===== src/common/llirq_pkg.sv =====
// Package with register map, field layout and carrier types for the loopback/LAPD irq block.
package llirq_pkg;

  // Register indices; each register is one word, so its byte address is four times its index.
  localparam logic [7:0] IDX_OVERSIZE_STAT = 8'h18;
  localparam logic [7:0] IDX_OVERSIZE_EN   = 8'h19;
  localparam logic [7:0] IDX_LOOP_STAT     = 8'h1A;
  localparam logic [7:0] IDX_LOOP_EN       = 8'h1B;
  localparam logic [7:0] OFS_OVERSIZE_EN   = {IDX_OVERSIZE_EN[5:0], 2'h0};
  localparam logic [7:0] OFS_OVERSIZE_STAT = {IDX_OVERSIZE_STAT[5:0], 2'h0};
  localparam logic [7:0] OFS_LOOP_STAT     = {IDX_LOOP_STAT[5:0], 2'h0};
  localparam logic [7:0] OFS_LOOP_EN       = {IDX_LOOP_EN[5:0], 2'h0};

  // Field positions.
  localparam int BIT_OVERSIZE_EN    = 0;
  localparam int BIT_OVERSIZE_FLAG  = 0;
  localparam int BIT_ACT_LIVE       = 3;
  localparam int BIT_DEACT_LIVE     = 2;
  localparam int BIT_ACT_CHANGE     = 1;
  localparam int BIT_DEACT_CHANGE   = 0;
  localparam int BIT_ACT_EN         = 1;
  localparam int BIT_DEACT_EN       = 0;

  // Reset values.
  localparam logic [7:0] RST_REG8 = 8'h00;

  // Message length above which the oversize event fires.
  localparam int OVERSIZE_LIMIT_BYTES = 276;

  // Live detector inputs, traveling together.
  typedef struct packed {
    logic act_det;
    logic deact_det;
    logic act_det_en;
    logic deact_det_en;
  } llirq_det_t;

  // APB request carrier.
  typedef struct packed {
    logic        psel;
    logic        penable;
    logic        pwrite;
    logic [7:0]  paddr;
    logic [31:0] pwdata;
  } llirq_apb_req_t;

endpackage


===== src/hw/llirq_edge_flag.sv =====
// Change detector with a sticky flag cleared by read; set wins over clear.
`timescale 1ns/100ps
module llirq_edge_flag (
  input  wire logic i_clk_sys,
  input  wire logic i_rst,
  input  wire logic i_level,
  input  wire logic i_clr,
  output logic      o_level,
  output logic      o_flag
);

  logic level_q;
  logic flag_q;

  always_ff @(posedge i_clk_sys) begin
    if (i_rst) begin
      level_q <= 1'b0;
    end else begin
      level_q <= i_level;
    end
  end

  // Either direction of change sets the flag; a clear in the same cycle loses.
  always_ff @(posedge i_clk_sys) begin
    if (i_rst) begin
      flag_q <= 1'b0;
    end else if (i_level != level_q) begin
      flag_q <= 1'b1;
    end else if (i_clr) begin
      flag_q <= 1'b0;
    end
  end

  assign o_level = level_q;
  assign o_flag  = flag_q;

endmodule // llirq_edge_flag


===== src/hw/llirq_top.sv =====
// APB register block with oversize-LAPD and loopback-code change status and interrupt request.
`timescale 1ns/100ps
module llirq_top (
  input  wire logic                     i_clk_sys,
  input  wire logic                     i_rst,
  input  wire logic                     i_psel,
  input  wire logic                     i_penable,
  input  wire logic                     i_pwrite,
  input  wire logic [7:0]               i_paddr,
  input  wire logic [31:0]              i_pwdata,
  input  wire logic [3:0]               i_pstrb,
  output logic      [31:0]              o_prdata,
  output logic                          o_pready,
  output logic                          o_pslverr,
  input  wire llirq_pkg::llirq_det_t    i_det,
  input  wire logic                     i_oversize_msg,
  output logic                          o_irq
);

  llirq_pkg::llirq_apb_req_t req;
  logic [7:0]  oversize_en_q;
  logic [7:0]  loop_en_q;
  logic        oversize_flag_q;
  logic [31:0] rdata_q;
  logic        act_lvl;
  logic        deact_lvl;
  logic        act_flag;
  logic        deact_flag;
  logic        access;
  logic        wr_en;
  logic        rd_en;
  logic        mapped;
  logic        rd_loop;
  logic        rd_over;
  logic [7:0]  rd_byte;

  assign req.psel    = i_psel;
  assign req.penable = i_penable;
  assign req.pwrite  = i_pwrite;
  assign req.paddr   = i_paddr;
  assign req.pwdata  = i_pwdata;

  // Zero-wait slave: every access completes in its first access cycle.
  assign access = req.psel && req.penable;
  assign wr_en  = access && req.pwrite;
  assign rd_en  = access && !req.pwrite;
  assign mapped = (req.paddr == llirq_pkg::OFS_OVERSIZE_EN)
               || (req.paddr == llirq_pkg::OFS_OVERSIZE_STAT)
               || (req.paddr == llirq_pkg::OFS_LOOP_STAT)
               || (req.paddr == llirq_pkg::OFS_LOOP_EN);
  assign rd_loop = rd_en && (req.paddr == llirq_pkg::OFS_LOOP_STAT);
  assign rd_over = rd_en && (req.paddr == llirq_pkg::OFS_OVERSIZE_STAT);
  assign o_pready  = 1'b1;
  assign o_pslverr = access && !mapped;

  // Enable registers; only byte lane 0 carries bits, others ignored.
  always_ff @(posedge i_clk_sys) begin
    if (i_rst) begin
      oversize_en_q <= llirq_pkg::RST_REG8;
    end else if (wr_en && i_pstrb[0] && req.paddr == llirq_pkg::OFS_OVERSIZE_EN) begin
      oversize_en_q <= {7'h00, req.pwdata[llirq_pkg::BIT_OVERSIZE_EN]};
    end
  end

  always_ff @(posedge i_clk_sys) begin
    if (i_rst) begin
      loop_en_q <= llirq_pkg::RST_REG8;
    end else if (wr_en && i_pstrb[0] && req.paddr == llirq_pkg::OFS_LOOP_EN) begin
      loop_en_q <= {6'h00, req.pwdata[1:0]};
    end
  end

  // Live detection is only meaningful while its detector is enabled.
  llirq_edge_flag u_act (
    .i_clk_sys (i_clk_sys),
    .i_rst     (i_rst),
    .i_level   (i_det.act_det && i_det.act_det_en),
    .i_clr     (rd_loop && rdata_q[llirq_pkg::BIT_ACT_CHANGE]),
    .o_level   (act_lvl),
    .o_flag    (act_flag)
  );

  llirq_edge_flag u_deact (
    .i_clk_sys (i_clk_sys),
    .i_rst     (i_rst),
    .i_level   (i_det.deact_det && i_det.deact_det_en),
    .i_clr     (rd_loop && rdata_q[llirq_pkg::BIT_DEACT_CHANGE]),
    .o_level   (deact_lvl),
    .o_flag    (deact_flag)
  );

  // The LAPD receiver pulses i_oversize_msg once per message over the byte limit.
  always_ff @(posedge i_clk_sys) begin
    if (i_rst) begin
      oversize_flag_q <= 1'b0;
    end else if (i_oversize_msg) begin
      oversize_flag_q <= 1'b1;
    end else if (rd_over && rdata_q[llirq_pkg::BIT_OVERSIZE_FLAG]) begin
      oversize_flag_q <= 1'b0;
    end
  end

  always_comb begin
    rd_byte = 8'h00;
    unique case (req.paddr)
      llirq_pkg::OFS_OVERSIZE_EN:   rd_byte = oversize_en_q;
      llirq_pkg::OFS_OVERSIZE_STAT: rd_byte = {7'h00, oversize_flag_q};
      llirq_pkg::OFS_LOOP_STAT:     rd_byte = {4'h0, act_lvl, deact_lvl, act_flag, deact_flag};
      llirq_pkg::OFS_LOOP_EN:       rd_byte = loop_en_q;
      default:                      rd_byte = 8'h00;
    endcase
  end

  // Read data is registered in the setup cycle so it stands in the access cycle.
  // A clearing read drops only the flags that the captured word showed, so an event
  // that lands after the capture survives to the next read.
  always_ff @(posedge i_clk_sys) begin
    if (i_rst) begin
      rdata_q <= 32'h0000_0000;
    end else if (req.psel && !req.penable && !req.pwrite) begin
      rdata_q <= {24'h00_0000, rd_byte};
    end
  end

  assign o_prdata = rdata_q;

  // Interrupt request is a level built from the sticky flags and their enables.
  always_ff @(posedge i_clk_sys) begin
    if (i_rst) begin
      o_irq <= 1'b0;
    end else begin
      o_irq <= (oversize_flag_q && oversize_en_q[llirq_pkg::BIT_OVERSIZE_EN])
            || (act_flag && loop_en_q[llirq_pkg::BIT_ACT_EN])
            || (deact_flag && loop_en_q[llirq_pkg::BIT_DEACT_EN]);
    end
  end

endmodule // llirq_top


===== config.mk =====
export PLATFORM = sky130hd
export DESIGN_NAME = llirq_top
export DESIGN_NICKNAME = d
export VERILOG_FILES = /design/src/common/llirq_pkg.sv /design/src/hw/llirq_edge_flag.sv /design/src/hw/llirq_top.sv
export SDC_FILE = /design/constraint.sdc
export NUM_CORES = 1
export LEC_CHECK = 0
export BUFFER_PORTS_ARGS = -buffer_cell sky130_fd_sc_hd__buf_2
export CAP_MARGIN = 20
export CORE_MARGIN = 2
export CORE_UTILIZATION = 31
export CTS_CLUSTER_DIAMETER = 60
export DETAILED_ROUTE_END_ITERATION = 6
export PLACE_DENSITY = 0.73
export SLEW_MARGIN = 30
export SYNTH_ARGS = -nofsm -noshare
export SYNTH_HDL_FRONTEND = slang
export SYNTH_SLANG_ARGS = --single-unit

===== constraint.sdc =====
create_clock -name i_clk_sys -period 2.3 [get_ports i_clk_sys]
set_input_delay 0.23 -clock i_clk_sys [delete_from_list [all_inputs] [get_ports i_clk_sys]]
set_output_delay 0.23 -clock i_clk_sys [all_outputs]
set_load 0.05 [all_outputs]

==> reports/qor.txt, run 1 <==
Outcome: finished, final reports clean
Final HPWL DP: 1230 µm
Worst min-delay path category: in -> reg
# Post-CTS Setup Buffers: 0
CTS tree: done
Drt first-iter violations: 24
Most Crowded Layer GR: met2
H-tree levels: 1
Via count: 653
Setup TNS: 0 ns
Max-slew violations: 0
Met2 Resource Use GR: 16.5%
Crit end category: output port
IO buf count: 26
Clk buf depth: 2
Die width: 56 µm
Critical path peak fanout: 3
GPL Wtd Cong: 0.773
Pin count of the biggest net entering global routing: 16
Met3 Use GR: 4.88%
Total CTS buffers: 3
Critical path cell sequence: buf_2, and4bb_2, and2_1, nor2_1, buf_2
Power density cells: 578 nW/µm²
Maximum vdd drop: 0.000303 V
CP Data Arrival Time: 1.06 ns
Avg Cell Area, Syn: 8.55 µm²
WL per Instance: 9.70 µm
Fillers: 271
Initial Util: 33.2%
Global-route wire length before repair: 2540 µm
Post-Layout Inst Area: 912 µm²
Max Fclk: 777 MHz
Sink Count: 13
Die Y: 56 µm
Ant diodes: 0
Maxcap violations: 0
Ys Warns: 0
FF/Latch Area: 260 µm²
Worst-Skew Late Latency: 0.27 ns
Synth Instances: 98
Clock transition at path regs: 0.07 ns
GRT Total Usage: 10.0%
Most used DFF post-synth: dfxtp_1
Routed Wire Length: 1500 µm
Tmin final: 1.29 ns
Final setup margin: 1.01 ns
Met1 usage: 12.2%
Final setup viols: 0
Largest cells by area after synthesis: dfxtp_1 31%, buf_4 26%, nor2_1 4.9%
Async set-or-reset flop fraction in the synthesized netlist: 0%
Internal reg-to-reg setup slack: 1.21 ns
CP peak stage delay: 0.26 ns
Pleak: 0.000428 µW
Yosys cell types: 32
Syn-to-layout area delta: 8.81%
Hold Vio Cnt, Final: 0
Core ar.: 2520 µm²
Setup WS pre-CTS: 0.973 ns
Critical path class: in -> out
Dpl cell area: 886 µm²
Worst Setup SP: i_paddr[5]
Post-CTS Hold Fix Bufs: 0
Final net count: 180
Avg Vias per Cell: 4.21
CP startpoint kind: input pin
Area leader, netlist: dfxtp_1
DIE AREA: 3140 µm²
Worst Skew: 0.00322 ns
GRT overflow: 0
HP Start: i_det[0]
Sequential area share after synthesis: 31.0%
RSZ-0062 raised after global routing: no
Pre-antenna DRT Iters: 4
Post_cts resized: 0
Core Rows: 18
Detail Route Antenna Nets: 0
Crit path required time: 2.07 ns
Most used cell, CP: buf_2
Reg2reg start: o_prdata[0]
Antenna violations before repair: 0
Slowest CP cell: buf_2
Area share of the largest cell type after synthesis: 31.0%
Clock Tree Root: clkbuf_4
EDFF count, synth: 0
Period utilization: 55.9%
Post-synth design cell area: 838 µm²
Post-route DRC: 0
Share of cells above drive strength 1: 28.0%
Overall power: 527 µW
Area of the multi-input gates: 454 µm²
IO Count: 89
Vias in the first global route: 581
Post-synthesis register bit count: 13
-- worst paths after layout --
| check | end | depth (start not counted) |
|---|---|---|
| setup / recovery | o_pslverr | 5 |
| hold / removal | u_deact.o_level | 3 |
| setup reg to reg | oversize_flag_q | 3 |
| hold reg to reg | o_prdata[3] | 1 |
-- flip-flops by register name (all words and copies together), names as in the netlist --
name	count
loop_en_q	2
o_irq	1
o_prdata	4
oversize_en_q	1
oversize_flag_q	1
u_act.o_flag	1
u_act.o_level	1
u_deact.o_flag	1
u_deact.o_level	1
-- worst max-delay path, delay by kind of cell --
family	cells	cell delay (ns)
AND/OR/NAND/NOR	3	0.47
buffers and inverters	2	0.35
-- cells in the mapped netlist (all sizes together) (2+ instances only) --
library cell  count
mux2i             3
nor3              2
nor2             11
nand3             3
nor3b             2
nand2             5
dfxtp            13
conb              2
a21oi             2
and2              3
nand2b            4
buf              29
-- cell type report --
| class | instances | share of cell area (%) |
|---|---|---|
| sequential | 13 | 28.5 |
| tap | 30 | 4.12 |
| timing repair buffer | 26 | 14.3 |
| clock buffer | 4 | 2.88 |
| inverter | 1 | 0.412 |
| multi-input combinational | 81 | 49.8 |
-- layout by cell type (no fill, tap or decap), drive strengths merged, types with 2 or more instances in the layout --
cell,count
conb,29
buf,26
dfxtp,13
nor2,11
nand2,5
nand2b,4
clkbuf,4
and2,3
nand3,3
mux2i,3
nor3b,2
nor3,2
a21oi,2
-- report_power, final --
group	internal [µW]	total [µW]	switching [µW]
clock network	67.1	136	68.9
logic	26.2	156	130
registers	231	235	4.60
-- metrics by stage --
stage / hold slack [ns] / instances / util [%]
2_1_floorplan: 0.385 / 125 / -
3_3_place_gp: 0.454 / 151 / 35.1
3_5_place_dp: 0.457 / 151 / 35.1
4_1_cts: 0.223 / 155 / 36.2
5_1_grt: 0.232 / 155 / 36.2
6_report: 0.221 / 155 / 36.2
-- layer usage --
metal  up-vias  wire (µm)
li1        326          -
met1       293        654
met2        34        683
met3         0        166
met4         0          0
met5         -          0
-- kinds of logic after synthesis --
| kind of cell | Yosys count | share of synthesized area [%] |
|---|---|---|
| mux | 4 | 6.27 |
| simple gates | 37 | 24.2 |
| flops | 13 | 31.0 |
| other cells | 2 | 0.896 |
| xor+xnor | 2 | 2.09 |
| buf+inv | 31 | 26.9 |
| compound gates | 9 | 8.66 |
No activity file was read; power rests on OpenSTA's default activity.
==> run 2: changes to the inputs <==
ABC_AREA = 1   (was not set)
PLACE_DENSITY = 0.72   (was 0.73)
clock period = 1.04 ns   (was 2.3 ns; I/O delays follow)
==> reports/qor.txt, run 2 <==
Avg Cell Area, Syn: 7.04 µm² (was 8.55 µm²)
Max-slew violations: 0 (unchanged)
EDFF count, synth: 0 (unchanged)
Sequential area share after synthesis: 27.4% (was 31.0%)
IO Count: 89 (unchanged)
Sink Count: 13 (unchanged)
Pre-antenna DRT Iters: 4 (unchanged)
Critical path cell sequence: buf_2, inv_6, nand2_8, buf_12, nor3_4, nor2_2, nand2_2, nor2_4, buf_6 (was buf_2, and4bb_2, and2_1, nor2_1, buf_2)
Worst min-delay path category: in -> reg (unchanged)
Period utilization: 104%
Worst Skew: 0.00506 ns (was 0.00322 ns)
GPL Wtd Cong: 0.756 (was 0.773)
Core ar.: 2980 µm² (was 2520 µm²)
Top delay family on crit path: buffers and inverters (was simple AND/OR/NAND/NOR gates)
Pleak: 0.000629 µW (was 0.000428 µW)
H-tree levels: 1 (unchanged)
Sw Share: 40.5% (was 38.5%)
Combinational share of power: 34.7% (was 29.5%)
Outcome: complete, but fails checks (was finished, final reports clean)
CP Data Arrival Time: 0.98 ns (was 1.06 ns)
Critical path class: in -> out (unchanged)
Area leader, netlist: dfxtp_1 (unchanged)
Clock transition at path regs: 0.07 ns (about the same)
GRT Total Usage: 10.0% (about the same)
Global-route wire length before repair: 2680 µm (was 2540 µm)
Switch Pwr: 514 µW (was 203 µW)
Area share of the largest cell type after synthesis: 27.4% (was 31.0%)
Final setup margin: -0.0454 ns (was 1.01 ns)
Met3 wire len: 146 µm (was 166 µm)
Die Y: 59.4 µm (was 56 µm)
IO buf count: 26 (unchanged)
Largest cells by area after synthesis: dfxtp_1 27%, buf_4 23%, nand2_1 11% (was dfxtp_1 31%, buf_4 26%, nor2_1 4.9%)
GRT overflow: 0 (unchanged)
Worst Setup SP: i_paddr[0] (was i_paddr[5])
Worst-Skew Late Latency: 0.27 ns (about the same)
Highest routed metal layer: met4 (was met3)
Routed Wire Length: 1670 µm (was 1500 µm)
Detail Route Antenna Nets: 0 (unchanged)
Post-CTS Hold Fix Bufs: 0 (unchanged)
Clock Power Share: 24.0% (was 25.8%)
CTS tree: done (unchanged)
DR WL met2: 761 µm (was 683 µm)
Synth Instances: 135 (was 98)
Pin count of the biggest net entering global routing: 12 (was 16)
Cell-internal power: 755 µW (was 324 µW)
Clock Tree Root: clkbuf_4 (unchanged)
Drt first-iter violations: 13 (was 24)
Setup TNS: -0.0454 ns (was 0 ns)
Maximum vdd drop: 0.000457 V (was 0.000303 V)
Slowest CP cell: nor3_4 (was buf_2)
Die width: 59.4 µm (was 56 µm)
Vias in the first global route: 692 (was 581)
Post-synth design cell area: 951 µm² (was 838 µm²)
Final net count: 227 (was 180)
Yosys cell types: 22 (was 32)
Hold Vio Cnt, Final: 0 (unchanged)
Via count: 828 (was 653)
Register share of total power: 41.4% (was 44.7%)
Crit end category: output port (unchanged)
Critical path peak fanout: 6 (was 3)
Syn-to-layout area delta: 27.0% (was 8.81%)
WL per Instance: 8.13 µm (was 9.70 µm)
Power density cells: 1050 nW/µm² (was 578 nW/µm²)
M1 WL: 750 µm (was 654 µm)
DIE AREA: 3530 µm² (was 3140 µm²)
Fillers: 311 (was 271)
Leading cell type in the layout, fill and taps excluded: conb_1 (unchanged)
Clk buf depth: 2 (unchanged)
Max Fclk: 921 MHz
Core Rows: 20 (was 18)
Post-route DRC: 0 (unchanged)
RSZ-0062 raised after global routing: yes (was no)
WP buf/inv: 4 (was 2)
Async set-or-reset flop fraction in the synthesized netlist: 0% (unchanged)
Final setup viols: 1 (was 0)
HP Start: i_oversize_msg (was i_det[0])
Hold_ws: 0.0810 ns (was 0.221 ns)
Most used DFF post-synth: dfxtp_1 (unchanged)
Maxcap violations: 0 (unchanged)
Synth top cells by count: 29 x buf_4, 29 x nand2_1, 13 x dfxtp_1 (was 29 x buf_4, 13 x dfxtp_1, 11 x nor2_1)
Ant diodes: 0 (unchanged)
CP startpoint kind: input pin (unchanged)
Avg Vias per Cell: 4.04 (was 4.21)
Total CTS buffers: 3 (unchanged)
CP peak stage delay: 0.19 ns (was 0.26 ns)
Post-synthesis register bit count: 13 (unchanged)
Antenna violations before repair: 0 (unchanged)
Overall power: 1270 µW (was 527 µW)
Most frequent cells in the layout: 29 x conb_1, 27 x nand2_1, 21 x buf_2 (was 29 x conb_1, 26 x buf_2, 13 x dfxtp_1)
Violations in the final reports: setup timing
Share of cells above drive strength 1: 35.5% (was 28.0%)
Final HPWL DP: 1370 µm (was 1230 µm)
Ys Warns: 0 (unchanged)
Reg2reg start: loop_en_q[0] (was o_prdata[0])
Setup WS pre-CTS: -0.195 ns (was 0.973 ns)
Crit path required time: 0.94 ns (was 2.07 ns)
Initial Util: 31.9% (was 33.2%)
Tmin final: 1.09 ns
Max reg flops: 4 (unchanged)
## run 2: cell count changes after synthesis, sizes merged, moves of 3 or more
cell	before	now
nand2	5	33
nand2b	4	0
nand3	3	12
inv	1	12
mux2i	3	0
a21oi	2	10
## run 2: metal layers
layer,GRT usage [%],up-vias
li1,-,438
met1,12.1,352
met2,17.1,36
met3,3.06,2
met4,2.92,0
met5,0,-
## run 2: what timing repair did
action / CTS / global route
cloned: 0 / 0
setup buffers: 1 / 0
pin swaps: 6 / 1
endpoints found under the hold margin: 0 / 0
gates resized for setup: 12 / 1
setup endpoints to repair: 2 / 1
## run 2: final cells by class
class                   instances  area (µm²)  share of cell area (%)
well taps                      33        41.3                    3.42
inverters                      12        67.6                    5.60
multi-input cells             106         559                    46.3
repair buffers                 37         253                    20.9
flip-flops and latches         13         260                    21.6
clock buffers                   4        26.3                    2.18
## run 2: worst min-delay path, delay by kind of cell
family                 cells  cell delay (ns)
AO/OA/AOI/OAI              1             0.05
buffers and inverters      2             0.14
## run 2: per-stage QoR
| stage | instances | util, % | instance area [µm²] |
|---|---|---|---|
| 2_1_floorplan | 162 | - | 1100 |
| 3_3_place_gp | 200 | 37.8 | 1120 |
| 3_5_place_dp | 200 | 37.8 | 1120 |
| 4_1_cts | 205 | 40.3 | 1200 |
| 5_1_grt | 205 | 40.5 | 1210 |
| 6_report | 205 | 40.5 | 1210 |
## run 2: worst paths after layout
path	end	slack (ns)	cells past startpoint
worst max-delay path	o_pslverr	-0.05	9
worst min register to register	o_prdata[3]	0.48	2
worst max register to register	o_prdata[0]	0.27	4
worst min-delay path	oversize_flag_q	0.08	3
## run 2: cells by family (layout without fill, tap and decap cells)
family          after synthesis  in the layout  share of synthesized area (%)
compound gates               13             13                           7.24
other cells                   2             29                          0.790
simple gates                 62             62                           33.6
xor+xnor                      2              2                           1.84
flops                        13             13                           27.4
buf+inv                      43             53                           29.2
## run 2: power groups by stage
stage	clock [µW]	combinational, µW	sequential [µW]
2_1_floorplan	0	410	548
3_3_place_gp	0	421	537
3_5_place_dp	0	422	537
4_1_cts	314	437	525
5_1_grt	334	468	527
6_report	304	440	525
